[src/inc/uds_regs.svh]
`ifndef UDS_REGS_SVH
`define UDS_REGS_SVH
// Register indices; the byte address is four times the index.
`define UDS_IDX_STA 10'h0c0
`define UDS_IDX_CTB 10'h0c1
`define UDS_IDX_CTC 10'h0c2
`define UDS_IDX_BDL 10'h0c4
`define UDS_IDX_BDH 10'h0c5
`define UDS_IDX_DAT 10'h0c6
// Reset values.
`define UDS_STA_RST 8'h20
`define UDS_CTB_RST 8'h00
`define UDS_CTC_RST 8'h06
// Status A bit positions.
`define UDS_B_RXC  7
`define UDS_B_TXC  6
`define UDS_B_BUFFER_EMPTY_FLAG 5
`define UDS_B_FE   4
`define UDS_B_DOR  3
`define UDS_B_UPE  2
`define UDS_B_U2X  1
`define UDS_B_MULTIPROCESSOR_FILTER_BIT 0
// Control B bit positions.
`define UDS_B_RXCIE 7
`define UDS_B_TXCIE 6
`define UDS_B_BUFFER_EMPTY_IRQ_ENABLE 5
`define UDS_B_RXEN  4
`define UDS_B_TXEN  3
`define UDS_B_CSZ2  2
`define UDS_B_RX9   1
`define UDS_B_TX9   0
// Control C fields.
`define UDS_C_MODE  7:6
`define UDS_C_PEN   5
`define UDS_C_PODD  4
`define UDS_C_STOP2 3
`define UDS_C_CSZ   2:1
`define UDS_MODE_ASYNC 2'b00
`define UDS_MODE_SPI   2'b11
// Oversampling ticks per bit.
`define UDS_OS_NORM 5'd16
`define UDS_OS_FAST 5'd8
`endif

[src/inc/uds_pkg.sv]
`default_nettype none
package uds_pkg;
	localparam int UDS_RX_DEPTH = 2;
	localparam int UDS_PW       = $clog2(UDS_RX_DEPTH);

	typedef enum logic [1:0] {
		UDS_R_IDLE  = 2'b00,
		UDS_R_START = 2'b01,
		UDS_R_BITS  = 2'b10,
		UDS_R_STOP  = 2'b11
	} uds_rx_e;

	// One received character with the status it arrived with.
	typedef struct packed {
		logic [8:0] data;
		logic       fe;
		logic       pe;
		logic       overrun_flag;
	} uds_entry_s;

	typedef struct packed {
		logic                          ack;
		logic [31:0]                   rdat;
		logic [7:0]                    ctb;
		logic [7:0]                    ctc;
		logic [11:0]                   baud;
		logic                          u2x;
		logic                          multiprocessor_filter_bit;
		logic [11:0]                   bcnt;
		logic                          thr_full;
		logic [8:0]                    thr;
		logic                          tx_busy;
		logic [12:0]                   tsr;
		logic [3:0]                    tbits;
		logic [4:0]                    tcnt;
		logic                          txd;
		logic                          transmit_complete_flag;
		uds_rx_e                       rxs;
		logic [4:0]                    rcnt;
		logic [3:0]                    rbit;
		logic [8:0]                    rsh;
		logic                          rpar;
		logic                          pend;
		uds_entry_s                    pent;
		uds_entry_s [UDS_RX_DEPTH-1:0] fifo;
		logic [UDS_PW-1:0]             wp;
		logic [UDS_PW-1:0]             rp;
		logic [UDS_PW:0]               cnt;
		logic                          s1;
		logic                          s2;
		logic                          rxc_q;
		logic                          txc_q;
		logic                          buffer_empty_flag_q;
	} uds_state_s;
endpackage : uds_pkg
`default_nettype wire

[src/design/uds_top.sv]
// The implementer's own choice: the Wishbone slave port.
`include "uds_regs.svh"
`default_nettype none
module uds_top #(
	parameter int RX_DEPTH = uds_pkg::UDS_RX_DEPTH
) (
	// Clock and reset.
	input  wire logic        clk_i,
	input  wire logic        rst_i,
	// Wishbone classic slave.
	input  wire logic        cyc_i,
	input  wire logic        stb_i,
	input  wire logic        we_i,
	input  wire logic [11:0] adr_i,
	input  wire logic [3:0]  sel_i,
	input  wire logic [31:0] dat_i,
	output logic      [31:0] dat_o,
	output logic             ack_o,
	// Serial line.
	input  wire logic        rxd_i,
	output logic             txd_o,
	// Interrupt requests.
	input  wire logic        global_ie_i,
	input  wire logic        txc_served_i,
	output logic             rxc_req_o,
	output logic             txc_req_o,
	output logic             buffer_empty_flag_req_o
);
	localparam int PW = uds_pkg::UDS_PW;
	localparam logic [PW:0] DEPTH_C = (PW+1)'(RX_DEPTH);

	// The state struct is sized by the package, so the depth must agree.
	if (RX_DEPTH != uds_pkg::UDS_RX_DEPTH || RX_DEPTH != (1 << PW)) begin : g_chk
		$error("RX_DEPTH must match the package depth and be a power of two");
	end

	uds_pkg::uds_state_s st;
	uds_pkg::uds_state_s n;
	uds_pkg::uds_entry_s head;
	uds_pkg::uds_entry_s ent;
	logic                req;
	logic                wr0;
	logic                rd;
	logic [9:0]          idx;
	logic [3:0]          nb;
	logic [4:0]          os;
	logic [4:0]          half;
	logic                tick;
	logic                pen;
	logic                podd;
	logic                stop2;

	// ********************************
	// Helpers
	// ********************************

	// Character length in data bits; reserved codes fall back to eight.
	function automatic logic [3:0] uds_nbits(input logic [2:0] c);
		case (c)
			3'h0: return 4'h5;
			3'h1: return 4'h6;
			3'h2: return 4'h7;
			3'h7: return 4'h9;
			default: return 4'h8;
		endcase
	endfunction : uds_nbits

	// Serial frame, first bit in bit 0; unused top bits stay as stop level.
	function automatic logic [12:0] uds_frame(input logic [8:0] d, input logic [3:0] nbit,
		input logic pe, input logic po);
		logic [12:0] f;
		logic        p;
		f = '1;
		p = po;
		f[0] = 1'b0;
		for (int i = 0; i < 9; i++) begin
			if (i < int'(nbit)) begin
				f[i+1] = d[i];
				p = p ^ d[i];
			end
		end
		if (pe) begin
			f[nbit+4'h1] = p;
		end
		return f;
	endfunction : uds_frame

	// Status A as software reads it.
	function automatic logic [7:0] uds_sta(input uds_pkg::uds_state_s s,
		input uds_pkg::uds_entry_s h);
		logic [7:0] v;
		logic       spi;
		logic       any;
		v = '0;
		spi = s.ctc[`UDS_C_MODE] == `UDS_MODE_SPI;
		any = s.cnt != '0;
		v[`UDS_B_RXC] = any;
		v[`UDS_B_TXC] = s.transmit_complete_flag;
		v[`UDS_B_BUFFER_EMPTY_FLAG] = ~s.thr_full;
		v[`UDS_B_FE] = h.fe & any & ~spi;
		v[`UDS_B_DOR] = h.overrun_flag & any & ~spi;
		v[`UDS_B_UPE] = h.pe & any;
		v[`UDS_B_U2X] = s.u2x;
		v[`UDS_B_MULTIPROCESSOR_FILTER_BIT] = s.multiprocessor_filter_bit;
		return v;
	endfunction : uds_sta

	// ********************************
	// Decode
	// ********************************

	// Bus request and frame format derived from the control registers.
	assign req   = cyc_i & stb_i & ~st.ack;
	assign wr0   = req & we_i & sel_i[0];
	assign rd    = req & ~we_i;
	assign idx   = adr_i[11:2];
	assign head  = st.fifo[st.rp];
	assign nb    = uds_nbits({st.ctb[`UDS_B_CSZ2], st.ctc[`UDS_C_CSZ]});
	assign pen   = st.ctc[`UDS_C_PEN];
	assign podd  = st.ctc[`UDS_C_PODD];
	assign stop2 = st.ctc[`UDS_C_STOP2];
	assign os    = (st.u2x && st.ctc[`UDS_C_MODE] == `UDS_MODE_ASYNC) ?
		`UDS_OS_FAST : `UDS_OS_NORM;
	assign half  = {1'b0, os[4:1]};
	assign tick  = st.bcnt == '0;

	// ********************************
	// Next state
	// ********************************

	// All behaviour is computed here; the flop process only registers it.
	always_comb begin
		n = st;
		ent = '0;
		n.ack = req;
		n.s1 = rxd_i;
		n.s2 = st.s1;
		n.bcnt = tick ? st.baud : st.bcnt - 12'h001;
		n.rdat = '0;
		if (rd) begin
			case (idx)
				`UDS_IDX_STA: n.rdat[7:0] = uds_sta(st, head);
				`UDS_IDX_CTB: begin
					n.rdat[7:0] = st.ctb;
					n.rdat[`UDS_B_RX9] = head.data[8];
				end
				`UDS_IDX_CTC: n.rdat[7:0] = st.ctc;
				`UDS_IDX_BDL: n.rdat[7:0] = st.baud[7:0];
				`UDS_IDX_BDH: n.rdat[3:0] = st.baud[11:8];
				`UDS_IDX_DAT: n.rdat[7:0] = head.data[7:0];
				default: n.rdat = '0;
			endcase
		end
		// A read of the data location pops when the queue is not empty, so error flags move on too.
		if (rd && idx == `UDS_IDX_DAT && st.cnt != '0) begin
			n.rp = st.rp + 1'b1;
			n.cnt = st.cnt - 1'b1;
		end
		if (wr0) begin
			case (idx)
				`UDS_IDX_STA: begin
					if (dat_i[`UDS_B_TXC]) begin
						n.transmit_complete_flag = 1'b0;
					end
					n.u2x = dat_i[`UDS_B_U2X];
					n.multiprocessor_filter_bit = dat_i[`UDS_B_MULTIPROCESSOR_FILTER_BIT];
				end
				`UDS_IDX_CTB: begin
					n.ctb = dat_i[7:0];
					n.ctb[`UDS_B_RX9] = 1'b0;
				end
				`UDS_IDX_CTC: n.ctc = dat_i[7:0];
				`UDS_IDX_BDL: n.baud[7:0] = dat_i[7:0];
				`UDS_IDX_BDH: n.baud[11:8] = dat_i[3:0];
				`UDS_IDX_DAT: begin
					if (!st.thr_full) begin
						n.thr = {st.ctb[`UDS_B_TX9], dat_i[7:0]} &
							~(9'h1ff << nb);
						n.thr_full = 1'b1;
					end
				end
				default: ;
			endcase
		end
		if (txc_served_i) begin
			n.transmit_complete_flag = 1'b0;
		end
		// Transmitter: disabling only stops new loads, so a frame finishes.
		if (st.ctb[`UDS_B_TXEN] && !st.tx_busy && st.thr_full) begin
			n.tsr = uds_frame(st.thr, nb, pen, podd);
			n.tbits = nb + {3'h0, pen} + 4'h2 + {3'h0, stop2};
			n.tcnt = '0;
			n.tx_busy = 1'b1;
			n.thr_full = 1'b0;
		end else if (st.tx_busy && tick) begin
			if (st.tcnt == os - 5'd1) begin
				n.tcnt = '0;
				n.tsr = {1'b1, st.tsr[12:1]};
				n.tbits = st.tbits - 4'h1;
				if (st.tbits == 4'h1) begin
					n.tx_busy = 1'b0;
					if (!n.thr_full) begin
						n.transmit_complete_flag = 1'b1;
					end
				end
			end else begin
				n.tcnt = st.tcnt + 5'd1;
			end
		end
		n.txd = n.tx_busy ? n.tsr[0] : 1'b1;
		// A character parked in the shifter enters as soon as room appears.
		if (st.pend && n.cnt != DEPTH_C) begin
			n.fifo[n.wp] = st.pent;
			n.wp = n.wp + 1'b1;
			n.cnt = n.cnt + 1'b1;
			n.pend = 1'b0;
		end
		if (tick) begin
			case (st.rxs)
				uds_pkg::UDS_R_IDLE: begin
					if (!st.s2 && st.ctb[`UDS_B_RXEN]) begin
						if (n.pend && n.cnt == DEPTH_C) begin
							n.pent.overrun_flag = 1'b1;
						end else begin
							n.rxs = uds_pkg::UDS_R_START;
							n.rcnt = '0;
						end
					end
				end
				uds_pkg::UDS_R_START: begin
					if (st.rcnt == half - 5'd1) begin
						n.rcnt = '0;
						n.rbit = '0;
						n.rsh = '0;
						n.rxs = st.s2 ? uds_pkg::UDS_R_IDLE : uds_pkg::UDS_R_BITS;
					end else begin
						n.rcnt = st.rcnt + 5'd1;
					end
				end
				uds_pkg::UDS_R_BITS: begin
					if (st.rcnt == os - 5'd1) begin
						n.rcnt = '0;
						if (st.rbit < nb) begin
							n.rsh = {st.s2, st.rsh[8:1]};
						end else begin
							n.rpar = st.s2;
						end
						n.rbit = st.rbit + 4'h1;
						if (st.rbit == nb + {3'h0, pen} - 4'h1) begin
							n.rxs = uds_pkg::UDS_R_STOP;
						end
					end else begin
						n.rcnt = st.rcnt + 5'd1;
					end
				end
				uds_pkg::UDS_R_STOP: begin
					if (st.rcnt == os - 5'd1) begin
						n.rxs = uds_pkg::UDS_R_IDLE;
						ent.data = st.rsh >> (4'h9 - nb);
						ent.fe = ~st.s2;
						ent.pe = pen & (st.rpar ^ (^ent.data) ^ podd);
						// Address filter drops nine-bit frames whose ninth bit is clear.
						if (!(st.multiprocessor_filter_bit && nb == 4'h9 && !ent.data[8])) begin
							if (n.cnt != DEPTH_C) begin
								n.fifo[n.wp] = ent;
								n.wp = n.wp + 1'b1;
								n.cnt = n.cnt + 1'b1;
							end else begin
								n.pend = 1'b1;
								n.pent = ent;
							end
						end
					end else begin
						n.rcnt = st.rcnt + 5'd1;
					end
				end
				default: n.rxs = uds_pkg::UDS_R_IDLE;
			endcase
		end
		if (!n.ctb[`UDS_B_RXEN]) begin
			n.cnt = '0;
			n.rp = '0;
			n.wp = '0;
			n.pend = 1'b0;
			n.rxs = uds_pkg::UDS_R_IDLE;
		end
		n.rxc_q = n.ctb[`UDS_B_RXCIE] & global_ie_i & (n.cnt != '0);
		n.txc_q = n.ctb[`UDS_B_TXCIE] & global_ie_i & n.transmit_complete_flag;
		n.buffer_empty_flag_q = n.ctb[`UDS_B_BUFFER_EMPTY_IRQ_ENABLE] & global_ie_i & ~n.thr_full;
	end

	// State register; the line idles high so the synchroniser resets high.
	always_ff @(posedge clk_i) begin
		if (rst_i) begin
			st <= '0;
			st.ctb <= `UDS_CTB_RST;
			st.ctc <= `UDS_CTC_RST;
			st.txd <= 1'b1;
			st.s1 <= 1'b1;
			st.s2 <= 1'b1;
		end else begin
			st <= n;
		end
	end

	// Every output is a state bit.
	assign dat_o      = st.rdat;
	assign ack_o      = st.ack;
	assign txd_o      = st.txd;
	assign rxc_req_o  = st.rxc_q;
	assign txc_req_o  = st.txc_q;
	assign buffer_empty_flag_req_o = st.buffer_empty_flag_q;

	// ********************************
	// Checks
	// ********************************

	property p_reset_sta;
		@(posedge clk_i) disable iff (rst_i)
		$fell(rst_i) |-> uds_sta(st, head) == `UDS_STA_RST;
	endproperty
	a_reset_sta: assert property (p_reset_sta) else $error("status wrong after reset");

	property p_full_drop;
		@(posedge clk_i) disable iff (rst_i)
		(wr0 && idx == `UDS_IDX_DAT && st.thr_full) |=> $stable(st.thr);
	endproperty
	a_full_drop: assert property (p_full_drop) else $error("write to full buffer kept");

	property p_load;
		@(posedge clk_i) disable iff (rst_i)
		(st.ctb[`UDS_B_TXEN] && !st.tx_busy && st.thr_full) |=>
			(st.tx_busy && !st.txd && !st.thr_full);
	endproperty
	a_load: assert property (p_load) else $error("buffer not moved to shifter");

	property p_pop;
		@(posedge clk_i) disable iff (rst_i)
		(rd && idx == `UDS_IDX_DAT && st.cnt != '0 && st.ctb[`UDS_B_RXEN]) |=>
			st.rp != $past(st.rp);
	endproperty
	a_pop: assert property (p_pop) else $error("data read did not advance queue");

	property p_flush;
		@(posedge clk_i) disable iff (rst_i)
		!st.ctb[`UDS_B_RXEN] |-> (st.cnt == '0 && !st.pend);
	endproperty
	a_flush: assert property (p_flush) else $error("disabled receiver holds data");

	property p_served;
		@(posedge clk_i) disable iff (rst_i)
		(txc_served_i && !st.tx_busy) |=> !st.transmit_complete_flag;
	endproperty
	a_served: assert property (p_served) else $error("transmit-complete not cleared");

	property p_buffer_empty_flag_irq;
		@(posedge clk_i) disable iff (rst_i)
		st.buffer_empty_flag_q |-> (!st.thr_full && st.ctb[`UDS_B_BUFFER_EMPTY_IRQ_ENABLE] && $past(global_ie_i));
	endproperty
	a_buffer_empty_flag_irq: assert property (p_buffer_empty_flag_irq) else $error("empty request without cause");

	property p_spi_rsv;
		@(posedge clk_i) disable iff (rst_i)
		(rd && idx == `UDS_IDX_STA && st.ctc[`UDS_C_MODE] == `UDS_MODE_SPI) |=>
			(dat_o[`UDS_B_FE] == 1'b0 && dat_o[`UDS_B_DOR] == 1'b0);
	endproperty
	a_spi_rsv: assert property (p_spi_rsv) else $error("reserved bits set in SPI mode");

	property p_idle_line;
		@(posedge clk_i) disable iff (rst_i)
		!st.tx_busy |-> txd_o;
	endproperty
	a_idle_line: assert property (p_idle_line) else $error("line low while idle");
endmodule : uds_top
`default_nettype wire

[config.mk]
export PLATFORM = sky130hd
export DESIGN_NAME = uds_top
export DESIGN_NICKNAME = d
export VERILOG_FILES = /design/src/inc/uds_pkg.sv /design/src/design/uds_top.sv
export VERILOG_INCLUDE_DIRS = /design/src /design/src/inc
export SDC_FILE = /design/constraint.sdc
export NUM_CORES = 1
export LEC_CHECK = 0
export ABC_AREA = 1
export BUFFER_PORTS_ARGS = -buffer_cell sky130_fd_sc_hd__buf_2
export CAP_MARGIN = 20
export CORE_MARGIN = 2
export CORE_UTILIZATION = 50
export DETAILED_ROUTE_END_ITERATION = 6
export PLACE_DENSITY = 0.7
export SYNTH_ARGS = -nofsm -noshare
export SYNTH_HDL_FRONTEND = slang
export SYNTH_SLANG_ARGS = --single-unit
[constraint.sdc]
create_clock -name clk_i -period 7.1 [get_ports clk_i]
set_input_delay 0 -clock clk_i [delete_from_list [all_inputs] [get_ports clk_i]]
set_output_delay 0 -clock clk_i [all_outputs]
set_load 0.01 [all_outputs]
After elaboration in Yosys (flattened, before gate mapping) --
Cells that the tools add are included.
Cells by class: muxes and demuxes 113, order comparisons 17, reduce and logical (&&, ||, !) cells 46, bitwise logic cells 42, equality and inequality tests 33, shift operators 2, add/subtract/negate cells 19
Operators by type and width (count):
- $mux W38 | 3
- $mux W25 | 3
- $mux W12 | 6
- $eq A10 B8 Y1 const B | 6
- $mux W1 | 52
- $bwmux W24 | 2
- $mux W23 | 2
- $mux W13 | 3
- $mux W30 | 1
- $mux W2 | 14
- $pmux W7 S4 | 1
- $ne A2 B2 Y1 const B | 13
- $pmux W13 S2 | 1
- $mux W5 | 5
- $demux W12 S1 | 2
- $mux W8 | 3
- $pmux W4 S6 | 1
- $mux W10 | 2
- $pmux W4 S5 | 1
- $mux W18 | 1
- $mux W9 | 2
- $and A1 B1 Y1 | 17
- $lt A3 B4 Y1 const A | 4
- $pmux W4 S4 | 1
- 54 further kinds | 126
Storage, ports and cells: bits in registers 176, input bits 56, output and inout port bits 37, word-level logic and storage cells 318

Longest topological paths before layout --
Gate-level depths: netlist of the first run.
word-level depth 34, gate-level depth with buffers 26, gate-level depth less buffers 26

Worst setup path after synthesis of the first run --
No wires, ideal clock.
path kind input to register, start point input port adr_i[11], end point register st[63] (netlist name), setup slack 4.020 ns, arrival 2.965 ns, path buffers 0, stages on the path 25, data required time 6.985 ns, library setup time 0.115 ns, cell sequence or2_1 > nor3_2 > inv_1 > nor2_4 > nand2_1 > inv_1 > nand2_1 > o21ai_0 > inv_1 > ha_1 > nor2_1 > inv_2 > nand2_1 > o21a_1 > inv_1 > ha_1 > inv_1 > nor3_1 > inv_1 > nand3_1 > nor2_1 > inv_1 > o21ai_1 > a21oi_1 > o21a_1
Between the ends: longest elaborated chain between the ends 11, elaborated cells between the ends (all ways) 13, those cells by class add/sub: 1; eq/ne: 4; mux: 3; reduce/logical: 5
Ends and longest elaborated chain:
- from (decl) | line uds_top.sv:14 | input wire logic [11:0] adr_i,
- $eq A10 B8 Y1 (*)
- $logic_and A1 B1 Y1 (no line) (*)
- $logic_and A1 B1 Y1 (*) | line uds_top.sv:155 | if (rd && idx == `UDS_IDX_DAT && st.cnt != '0) begin
- $mux W2 (*) | line uds_top.sv:155
- branches (longest 4 deep; another with $add A2 B1 Y2)
- $logic_and A1 B1 Y1 (*) | line uds_top.sv:222 | if (n.pend && n.cnt == DEPTH_C) begin
- $ne A2 B2 Y1 (no line) (*)
- $reduce_and A4 Y1 (no line) (*)
- to (signal assigned) | line uds_top.sv:302 | st <= n;
- to (decl) | line uds_top.sv:37 | uds_pkg::uds_state_s st;
Mark *: on every way between the ends. A chain may end at the register's enable or synchronous reset.

Worst setup path after layout of the first run --
start point register st[129] (netlist name), end point register st[44] (netlist name)
Between the ends: longest elaborated chain between the ends 8, elaborated cells between the ends (all ways) 13, those cells by class add/sub: 1; eq/ne: 4; shift: 1; mux: 1; bitwise: 1; reduce/logical: 5
Ends and longest elaborated chain:
- $eq A3 B3 Y1, or another cell as far along | line uds_top.sv:59 | case (c)
- $pmux W4 S4 (*) | line uds_top.sv:59
- $sub A4 B4 Y4 | line uds_top.sv:259 | ent.data = st.rsh >> (4'h9 - nb);
- $shr A9 B4 Y9 | line uds_top.sv:259
- $logic_not A1 Y1 | line uds_top.sv:263 | if (!(st.multiprocessor_filter_bit && nb == 4'h9 && !ent.data[8])) begin
- $logic_and A1 B1 Y1 | line uds_top.sv:263
- $not A1 Y1 (no line)
- $reduce_and A5 Y1 (no line)
Every way passes the cells marked *; elsewhere a longest branch is shown, timed or not.

==> impl_metrics.env, run 1 <==
export IMPL_status="complete, no violations"
export IMPL_min_delay_start="adr_i[3]"
export IMPL_report_final_hold_viol_count=0
export IMPL_max_freq_mhz=258
export IMPL_drcViolationCount=0
export IMPL_hold_class="in -> reg"
export IMPL_io_pins=93
export IMPL_ant_nets=0
export IMPL_wire_per_inst_um=15.3
export IMPL_combPwrFrac_pct=11.4
export IMPL_die_area_um2=18000
export IMPL_die_w_um=134
export IMPL_fp_row_count=47
export IMPL_timing_hold_ws_ns=0.0837
export IMPL_n_antenna_cell=0
export IMPL_setup_slack_ns=3.22
export IMPL_p_sw_mw=0.572
export IMPL_clock_latency_ns=0.44
export IMPL_cp_start_kind="flop"
export IMPL_instances_no_fill=1470
export IMPL_drtIter0Drc=649
export IMPL_rsz0062_at_grt="false"
export IMPL_reg2reg_depth=14
export IMPL_clkSlewWorstSetupHoldPaths_ns=0.07
export IMPL_first_pass_iters=5
export IMPL_grtUsageTotal_pct=25.4
export IMPL_crit_top_cell="inv_1"
export IMPL_worst_pin_slew_ns=0.847
export IMPL_worstPathCellList="inv_1 -> nand2_1 -> nand3_1 -> ha_1 -> ha_1 -> inv_1 -> nor2_2 -> nand3_2 -> nand3_2 -> nand2_1 -> nor2_2 -> inv_1 -> o21ai_0 -> a21oi_1"
export IMPL_hpwlAfterDp_um=16100
export IMPL_layout_nets=1316
export IMPL_clock_sinks=152
export IMPL_layout_worst_path_cycle_share_pct=54.6
export IMPL_yosysSeqAreaShare_pct=36.0
export IMPL_max_slew_margin_rel_pct=43.3
export IMPL_r2r_slack_ns=3.22
export IMPL_internal_power_mw=1.48
export IMPL_crit_fanout=13
export IMPL_synth_seq_cells=152
export IMPL_yosysUniqueCellTypes=52
export IMPL_synth_warnings=0
export IMPL_rr_endpoint="st[44]$_SDFFE_PP0P_"
export IMPL_synth_main_ff_cell="dfxtp_1"
export IMPL_cts_buffer_depth=2
export IMPL_vdd_drop_max_mv=0.204
export IMPL_cp_data_required_time_ns=7.43
export IMPL_preCtsSetupSlack_ns=3.27
export IMPL_p_total_mw=2.05
export IMPL_cts_buffers=17
export IMPL_grt_pass1_vias=7134
export IMPL_slowest_stage="dfxtp_1"
export IMPL_cp_arrival_ns=4.20
export IMPL_pwr_share_clk_pct=44.8
export IMPL_finalClockSkew_ns=0.00854
export IMPL_post_route_min_period_ns=3.88
export IMPL_setup_viol_count_final=0
export IMPL_finalSetupTns_ns=0
export IMPL_pwr_share_seq_pct=43.8
export IMPL_worstSetupPathType="reg -> reg"
export IMPL_min_to="dat_o[5]$_SDFF_PP0_"
export IMPL_root_buffer="clkbuf_16"
export IMPL_synth_edf_count=0
export IMPL_final_layout_size_suffix_gt1_share_pct=11.2
export IMPL_synth_area_um2=8450
export IMPL_p_sw_share_pct=27.8
export IMPL_grt_remaining_overflow=0
export IMPL_cts_resized=0
export IMPL_syn_to_final_growth_pct=11.4
export IMPL_h_tree_depth=4
export IMPL_start_util_pct=51.0
export IMPL_async_flop_share_pct=0
export IMPL_grt_max_degree=78
export IMPL_p_leak_nw=3.94
export IMPL_antenna_found_initial=0
export IMPL_die_height_um=134
export IMPL_avgSynthCellArea_um2=7.04
export IMPL_min_path_cells=5
export IMPL_worstSetupEndpointType="flop"
export IMPL_globalplace_congestion=0.921
export IMPL_grt_first_pass_wirelength_um=36000
export IMPL_portBuffers=39
export IMPL_drt_total_wl_um=22600
export IMPL_cts_tree="built"
export IMPL_synthCells=1200
export IMPL_place_inst=1420
export IMPL_final_max_slew_viol_count=0
export IMPL_r2r_start="st[129]$_SDFFE_PP1P_"
export IMPL_critPathMaxStageDelay_ns=0.52
export IMPL_vias=7898
export IMPL_drt_vias_per_instance=5.37
export IMPL_p_per_area_nw_per_um2=218
export IMPL_core_um2=16600
export IMPL_drv_cap=0
==> cell type report <==
cell class | instances | area, um^2
Timing Repair Buffer | 60 | 395
Clock inverter | 15 | 165
Tap cell | 220 | 275
Multi-Input combinational cell | 826 | 4430
Clock buffer | 17 | 425
Inverter | 180 | 677
Fill cell | 1596 | 7170
Sequential cell | 152 | 3040
==> power by group through the flow <==
| stage | registers (mW) | clock network [mW] | logic (mW) |
|---|---|---|---|
| 2_1_floorplan | 0.913 | 0 | 0.179 |
| 3_3_place_gp | 0.916 | 0 | 0.218 |
| 3_5_place_dp | 0.917 | 0 | 0.222 |
| 4_1_cts | 0.898 | 0.929 | 0.232 |
| 5_1_grt | 0.901 | 0.961 | 0.264 |
| 6_report | 0.899 | 0.921 | 0.234 |
==> cells by family (layout without fill, tap and decap cells) <==
logic type,Yosys count,after routing,synth area share [%]
compound gates,298,298,20.1
xor+xnor,34,34,3.61
fa+ha+maj,23,23,3.40
simple gates,447,447,24.2
flops,152,152,36.0
buf+inv,245,272,12.6
other cells,1,24,0.0444
==> placed cells by master, fill, tap and decap left out, drive strengths merged, types with 19 or more instances in the layout <==
master,Yosys,routed
dfxtp,152,152
nor2,107,107
o21ai,110,110
nand3,74,74
nor3,19,19
a211oi,22,22
buf,40,43
a21oi,111,111
xor2,23,23
ha,23,23
inv,177,183
conb,1,24
nand2,219,219
==> stage by stage <==
step                      instance area, um^2  util (%)
after floorplan                          8540         -
after global placement                   8640      52.1
after detailed placement                 8640      52.1
after CTS                                9410      56.7
after global routing                     9410      56.8
final                                    9410      56.8
==> worst max path at each step <==
| stage | startpoint | end | slack (ns) | depth (start not counted) |
|---|---|---|---|---|
| after floorplan | adr_i[11] | st[63]$_SDFFE_PP0P_ | 4.02 | 25 |
| after global placement | st[129]$_SDFFE_PP1P_ | st[44]$_SDFFE_PP0P_ | 3.33 | 14 |
| after detailed placement | st[129]$_SDFFE_PP1P_ | st[44]$_SDFFE_PP0P_ | 3.27 | 14 |
| after CTS | st[129]$_SDFFE_PP1P_ | st[44]$_SDFFE_PP0P_ | 3.25 | 14 |
| after global routing | st[129]$_SDFFE_PP1P_ | st[44]$_SDFFE_PP0P_ | 2.79 | 14 |
| final | st[129]$_SDFFE_PP1P_ | st[44]$_SDFFE_PP0P_ | 3.22 | 14 |
==> worst max-delay path: cells and delay by family (launching register included) <==
kind	cells	cell delay (ns)
flops	1	0.52
simple gates	7	1.76
fa+ha+maj	2	0.66
compound gates	2	0.29
buf+inv	3	0.53
==> layer usage <==
layer | part of all wire, % | wire [um] | global-route usage (%) | up-vias
met2 | 46 | 10500 | 41.9 | 246
met1 | 46 | 10400 | 33.8 | 3632
li1 | - | - | - | 3982
met5 | 0 | 0 | 0 | -
met4 | 1.8 | 405 | 7.78 | 0
met3 | 5.5 | 1240 | 5.14 | 38
==> registers in the layout, indices dropped and copies added, names as in the netlist, named ones only <==
name	flops
ack_o	1
buffer_empty_flag_req_o	1
dat_o	8
n	1
pen	1
podd	1
rxc_req_o	1
st	135
txc_req_o	1
txd_o	1
==> what timing repair did <==
| action | CTS | global route |
|---|---|---|
| hold endpoints to repair | 40 | 0 |
| hold buffers | 17 | 0 |
| buffers inserted | 0 | 0 |
==> cells in the mapped netlist, drive strengths merged (4+ instances only) <==
master / count / area [um^2]
a22oi: 5 / 37.5
o211ai: 9 / 67.6
clkbuf: 25 / 93.8
nand3: 74 / 413
a31oi: 9 / 56.3
nor2: 107 / 483
a221oi: 9 / 78.8
dfxtp: 152 / 3040
ha: 23 / 288
nand4: 12 / 87.6
nor3: 19 / 105
a21oi: 111 / 556
o21ai: 110 / 562
a211oi: 22 / 170
o22ai: 9 / 56.3
o21a: 4 / 30.0
xnor2: 11 / 96.3
nand2: 219 / 855
or2: 9 / 56.3
xor2: 23 / 209
buf: 40 / 294
inv: 177 / 664
Power figures use the tool's default switching activity.
==> run 2, diff against run 1 <==
Clock period 7.1 ns to 4.1 ns, I/O delays scaled along.
==> impl_metrics.env, run 2 (synthesis gave the netlist of run 1 again) <==
export IMPL_status="complete, no violations"
export IMPL_grt_max_degree=52
export IMPL_setup_viol_count_final=0
export IMPL_post_route_min_period_ns=3.48
export IMPL_hold_class="in -> reg"
export IMPL_place_inst=1428
export IMPL_layout_nets=1322
export IMPL_clock_latency_ns=0.44
export IMPL_n_antenna_cell=0
export IMPL_cp_start_kind="flop"
export IMPL_grt_first_pass_wirelength_um=36300
export IMPL_start_util_pct=51.0
export IMPL_wire_per_inst_um=15.4
export IMPL_grtUsageTotal_pct=25.6
export IMPL_seq_area_um2=3040
export IMPL_met2_usage_pct=41.7
export IMPL_layout_commonest_cell="nand2_1"
export IMPL_worstSetupEndpointType="flop"
export IMPL_worst_pin_slew_ns=0.797
export IMPL_final_layout_size_suffix_gt1_share_pct=11.5
export IMPL_clock_sinks=152
export IMPL_instances_no_fill=1476
export IMPL_h_tree_depth=4
export IMPL_fill_cells=1594
export IMPL_rsz0062_at_grt="false"
export IMPL_drtIter0Drc=693
export IMPL_core_um2=16600
export IMPL_cp_arrival_ns=3.80
export IMPL_drt_total_wl_um=22700
export IMPL_worstSetupPathType="reg -> reg"
export IMPL_drt_vias_per_instance=5.44
export IMPL_finalClockSkew_ns=0.00833
export IMPL_fp_row_count=47
export IMPL_clkSlewWorstSetupHoldPaths_ns=0.06
export IMPL_grtUsageMet3_pct=4.65
export IMPL_postCtsSetupRepairBufs=0
export IMPL_layout_worst_path_cycle_share_pct=84.8
export IMPL_syn_to_final_growth_pct=12.0
export IMPL_max_slew_margin_rel_pct=46.7
export IMPL_die_height_um=134
export IMPL_ant_nets=0
export IMPL_vias=8027
export IMPL_drv_cap=0
export IMPL_finalSetupTns_ns=0
export IMPL_regMostFlops="st"
export IMPL_multiInputGateArea_um2=4430
export IMPL_portBuffers=39
export IMPL_die_w_um=134
export IMPL_p_per_area_nw_per_um2=378
export IMPL_vdd_drop_max_mv=0.333
export IMPL_hpwlAfterDp_um=16600
export IMPL_grt_remaining_overflow=0
export IMPL_largest_reg_flops=135
export IMPL_p_leak_nw=3.97
export IMPL_grt_busiest_layer="met2"
export IMPL_cts_buffer_depth=2
export IMPL_min_path_cells=4
export IMPL_max_freq_mhz=288
export IMPL_final_cell_mix="nand2_1, inv_1, dfxtp_1"
export IMPL_cts_tree="built"
export IMPL_crit_fanout=5
export IMPL_report_final_hold_viol_count=0
export IMPL_antenna_found_initial=0
export IMPL_first_pass_iters=6
export IMPL_io_pins=93
export IMPL_die_area_um2=18000
export IMPL_grt_pass1_vias=7174
export IMPL_globalplace_congestion=0.933
export IMPL_grt_use_met1_pct=34.6
export IMPL_root_buffer="clkbuf_16"
export IMPL_drcViolationCount=0
export IMPL_cts_buffers=17
export IMPL_final_max_slew_viol_count=0
export IMPL_cp_data_required_time_ns=4.43
export IMPL_reg2reg_depth=24
==> run 2: repair_timing <==
action                                 in CTS  in global routing
hold buffers                               16                  0
endpoints found under the hold margin      43                  0
gates resized for setup                     0                  0
==> run 2: layout make-up <==
class | instances | share of cell area, %
multi-input cells | 826 | 46.8
flip-flops and latches | 152 | 32.1
inverters | 180 | 7.15
repair buffers | 66 | 4.63
clock buffers | 19 | 4.57
well taps | 220 | 2.91
clock inverters | 13 | 1.80
==> run 2: path summary, 6_finish.rpt <==
check / startpoint / endpoint / slack, ns
min reg2reg: n[3]$_SDFF_PP1_ / st[3]$_SDFF_PP1_ / 0.41
max: ack_o$_SDFF_PP0_ / st[63]$_SDFFE_PP0P_ / 0.62
min: sel_i[0] / st[114]$_SDFFE_PP0P_ / 0.07
max reg2reg: ack_o$_SDFF_PP0_ / st[63]$_SDFFE_PP0P_ / 0.62
==> run 2: layer usage <==
layer	up-vias	wire length, um
met5	-	0
met4	0	422
met3	36	1430
met2	265	10600
met1	3724	10200
li1	4002	-
==> run 2: worst max-delay path: stages, from the launching register on <==
cell and delay, ns:
dfxtp_1 0.32, nor2_1 0.14, nand2_1 0.15, nor2_1 0.11, nand2_1 0.11, inv_1 0.10, nand2_1 0.05, o21ai_0 0.07
inv_1 0.08, ha_1 0.20, nor2_1 0.20, inv_2 0.10, nand2_1 0.07, o21a_1 0.16, inv_1 0.05, ha_1 0.22
inv_1 0.20, nor3_1 0.11, inv_1 0.08, nand3_1 0.09, nor2_1 0.29, inv_1 0.14, o21ai_1 0.19, a21oi_1 0.06
o21a_1 0.10
==> run 2: power by group <==
part | switching, mW | internal (mW)
Sequential | 0.0349 | 1.52
Clock | 0.659 | 0.964
Combinational | 0.265 | 0.138
Total | 0.959 | 2.62
==> run 2: per-stage QoR <==
step	power (mW)	worst slack [ns]	utilization (%)	hold WS [ns]	instance area [um^2]
global route	3.72	0.142	57.1	0.0966	9470
detailed placement	1.97	0.556	52.5	0.187	8700
CTS	3.60	0.636	57.1	0.0639	9470
floorplan	1.89	1.02	-	0.104	8540
finish	3.58	0.622	57.1	0.0659	9470
global placement	1.97	0.645	52.5	0.185	8700
==> run 3, diff against run 2 <==
Settings changed: PLACE_DENSITY 0.7 to 0.72.
Clock period 4.1 ns to 2.89 ns, I/O delays scaled along.
==> impl_metrics.env, run 3 (synthesis gave the netlist of run 1 again) <==
export IMPL_grtUsageTotal_pct=26.6
export IMPL_final_layout_size_suffix_gt1_share_pct=16.4
export IMPL_critPathMaxStageDelay_ns=0.34
export IMPL_rr_endpoint="st[63]$_SDFFE_PP0P_"
export IMPL_cp_arrival_ns=3.33
export IMPL_worstSetupPathType="reg -> reg"
export IMPL_min_delay_start="we_i"
export IMPL_crit_fanout=3
export IMPL_internal_power_mw=3.78
export IMPL_fp_row_count=47
export IMPL_drt_vias_per_instance=5.48
export IMPL_min_to="dat_o[3]$_SDFF_PP0_"
export IMPL_regMostFlops="st"
export IMPL_layout_worst_path_cycle_share_pct=102
export IMPL_drtIter0Drc=786
export IMPL_clock_latency_ns=0.43
export IMPL_h_tree_depth=4
export IMPL_largest_reg_flops=135
export IMPL_r2r_slack_ns=-0.06
export IMPL_max_freq_mhz=339
export IMPL_grt_remaining_overflow=0
export IMPL_die_area_um2=18000
export IMPL_worstPathCellList="inv_1 -> ha_4 -> nor2_2 -> nand2_2 -> inv_2 -> nand2_1 -> o21ai_1 -> inv_1 -> ha_4 -> nor2_4 -> inv_2 -> nand2_1 -> o21a_1 -> inv_2 -> ha_4 -> inv_4 -> nor3_2 -> inv_1 -> nand3_2 -> nor3b_2 -> nand3_1 -> a21oi_2 -> o21a_1"
export IMPL_portBuffers=39
export IMPL_ant_nets=0
export IMPL_vdd_drop_max_mv=0.473
export IMPL_p_leak_nw=4.14
export IMPL_grt_first_pass_wirelength_um=38100
export IMPL_wire_per_inst_um=15.9
export IMPL_r2r_start="st[6]$_SDFF_PP0_"
export IMPL_slowest_stage="dfxtp_1"
export IMPL_core_um2=16600
export IMPL_hpwlAfterDp_um=17000
export IMPL_die_height_um=134
export IMPL_root_buffer="clkbuf_16"
export IMPL_hold_class="in -> reg"
export IMPL_globalplace_congestion=0.913
export IMPL_final_max_slew_viol_count=0
export IMPL_reg2reg_depth=23
export IMPL_crit_start="st[6]$_SDFF_PP0_"
export IMPL_p_sw_mw=1.40
export IMPL_layout_commonest_cell="nand2_1"
export IMPL_vias=8263
export IMPL_post_route_min_period_ns=2.95
export IMPL_grt_max_degree=52
export IMPL_p_per_area_nw_per_um2=523
export IMPL_cts_tree="built"
export IMPL_worstSetupEndpointType="flop"
export IMPL_clkSlewWorstSetupHoldPaths_ns=0.07
export IMPL_final_cell_mix="nand2_1, inv_1, dfxtp_1"
export IMPL_cts_buffer_depth=2
export IMPL_report_final_hold_viol_count=0
export IMPL_cp_data_required_time_ns=3.27
export IMPL_design_area_um2=9910
export IMPL_die_w_um=134
export IMPL_setup_viol_count_final=2
export IMPL_layout_nets=1354
export IMPL_io_pins=93
export IMPL_pwr_share_seq_pct=42.6
export IMPL_n_antenna_cell=0
export IMPL_first_pass_iters=5
export IMPL_pwr_share_clk_pct=45.3
export IMPL_max_slew_margin_rel_pct=56.2
export IMPL_combPwrFrac_pct=12.1
export IMPL_finalClockSkew_ns=0.00624
export IMPL_drcViolationCount=0
export IMPL_p_sw_share_pct=27.1
export IMPL_violations="negative setup slack"
export IMPL_placed_area_um2=8910
export IMPL_drv_cap=0
export IMPL_worst_pin_slew_ns=0.656
export IMPL_setup_slack_ns=-0.0592
export IMPL_drt_total_wl_um=24000
export IMPL_syn_to_final_growth_pct=17.2
export IMPL_min_path_cells=6
export IMPL_finalSetupTns_ns=-0.0668
export IMPL_clock_sinks=152
export IMPL_antenna_found_initial=0
export IMPL_cp_start_kind="flop"
export IMPL_grt_pass1_vias=7626
export IMPL_status="finished with violations"
export IMPL_start_util_pct=51.0
export IMPL_cts_buffers=17
## run 3: changes by cell type in the layout (fill, tap and decap cells not counted), sizes merged
cell / previous run / this run
inv: 180 / 182
buf: 50 / 82
clkinv: 7 / 5
## run 3: area by class of cell
type	instances	area, um^2
clock inverters	13	166
flip-flops and latches	152	3050
fillers	1550	6670
inverters	180	684
clock buffers	19	443
multi-input cells	826	4600
repair buffers	98	691
well taps	220	275
## run 3: metrics by stage
stage | power [mW] | util, % | cells | setup WS, ns | hold slack [ns]
2_1_floorplan | 2.68 | - | 1223 | 0.00304 | 0.104
3_3_place_gp | 2.82 | 53.7 | 1453 | -0.0463 | 0.187
3_5_place_dp | 2.83 | 53.7 | 1453 | -0.105 | 0.190
4_1_cts | 5.16 | 58.6 | 1501 | 0.0157 | 0.0130
5_1_grt | 5.37 | 59.8 | 1508 | -0.212 | 0.0801
6_report | 5.18 | 59.8 | 1508 | -0.0592 | 0.0434
## run 3: critical path, delay by kind of cell (launching register included)
kind / cells / cell delay (ns)
DFF: 1 / 0.34
AOI/OAI and AO/OA: 4 / 0.59
adders and majority gates: 3 / 0.51
buffers and inverters: 7 / 0.53
and+or+nand+nor: 9 / 0.92
## run 3: power groups by stage
stage	logic, mW	clock network [mW]	registers [mW]
6_report	0.629	2.35	2.21
5_1_grt	0.699	2.46	2.21
4_1_cts	0.600	2.36	2.21
3_5_place_dp	0.575	0	2.25
3_3_place_gp	0.569	0	2.25
2_1_floorplan	0.439	0	2.24
## run 3: worst max-delay path by stage
stage                                      to  depth (start not counted)
after floorplan           st[63]$_SDFFE_PP0P_                         25
after global placement    st[33]$_SDFFE_PP0P_                         23
after detailed placement  st[65]$_SDFFE_PP0P_                         24
after CTS                   st[15]$_SDFF_PP0_                         21
after global routing      st[63]$_SDFFE_PP0P_                         23
final                     st[63]$_SDFFE_PP0P_                         23
## run 3: layer usage
metal / vias up / part of all wire [%] / wire, um / GRT usage, %
met5: - / 0 / 0 / 0
met2: 313 / 47 / 11400 / 44.4
met3: 52 / 6.2 / 1480 / 4.84
li1: 4066 / - / - / -
met1: 3832 / 44 / 10600 / 35.0
met4: 0 / 2.4 / 588 / 8.95
## run 3: repair_timing
item / CTS / global route
endpoints found under the setup margin: 7 / 45
endpoints found under the hold margin: 41 / 0
pin swaps: 4 / 9
hold buffers: 16 / 0
resized for setup: 7 / 35
setup buffers: 0 / 7
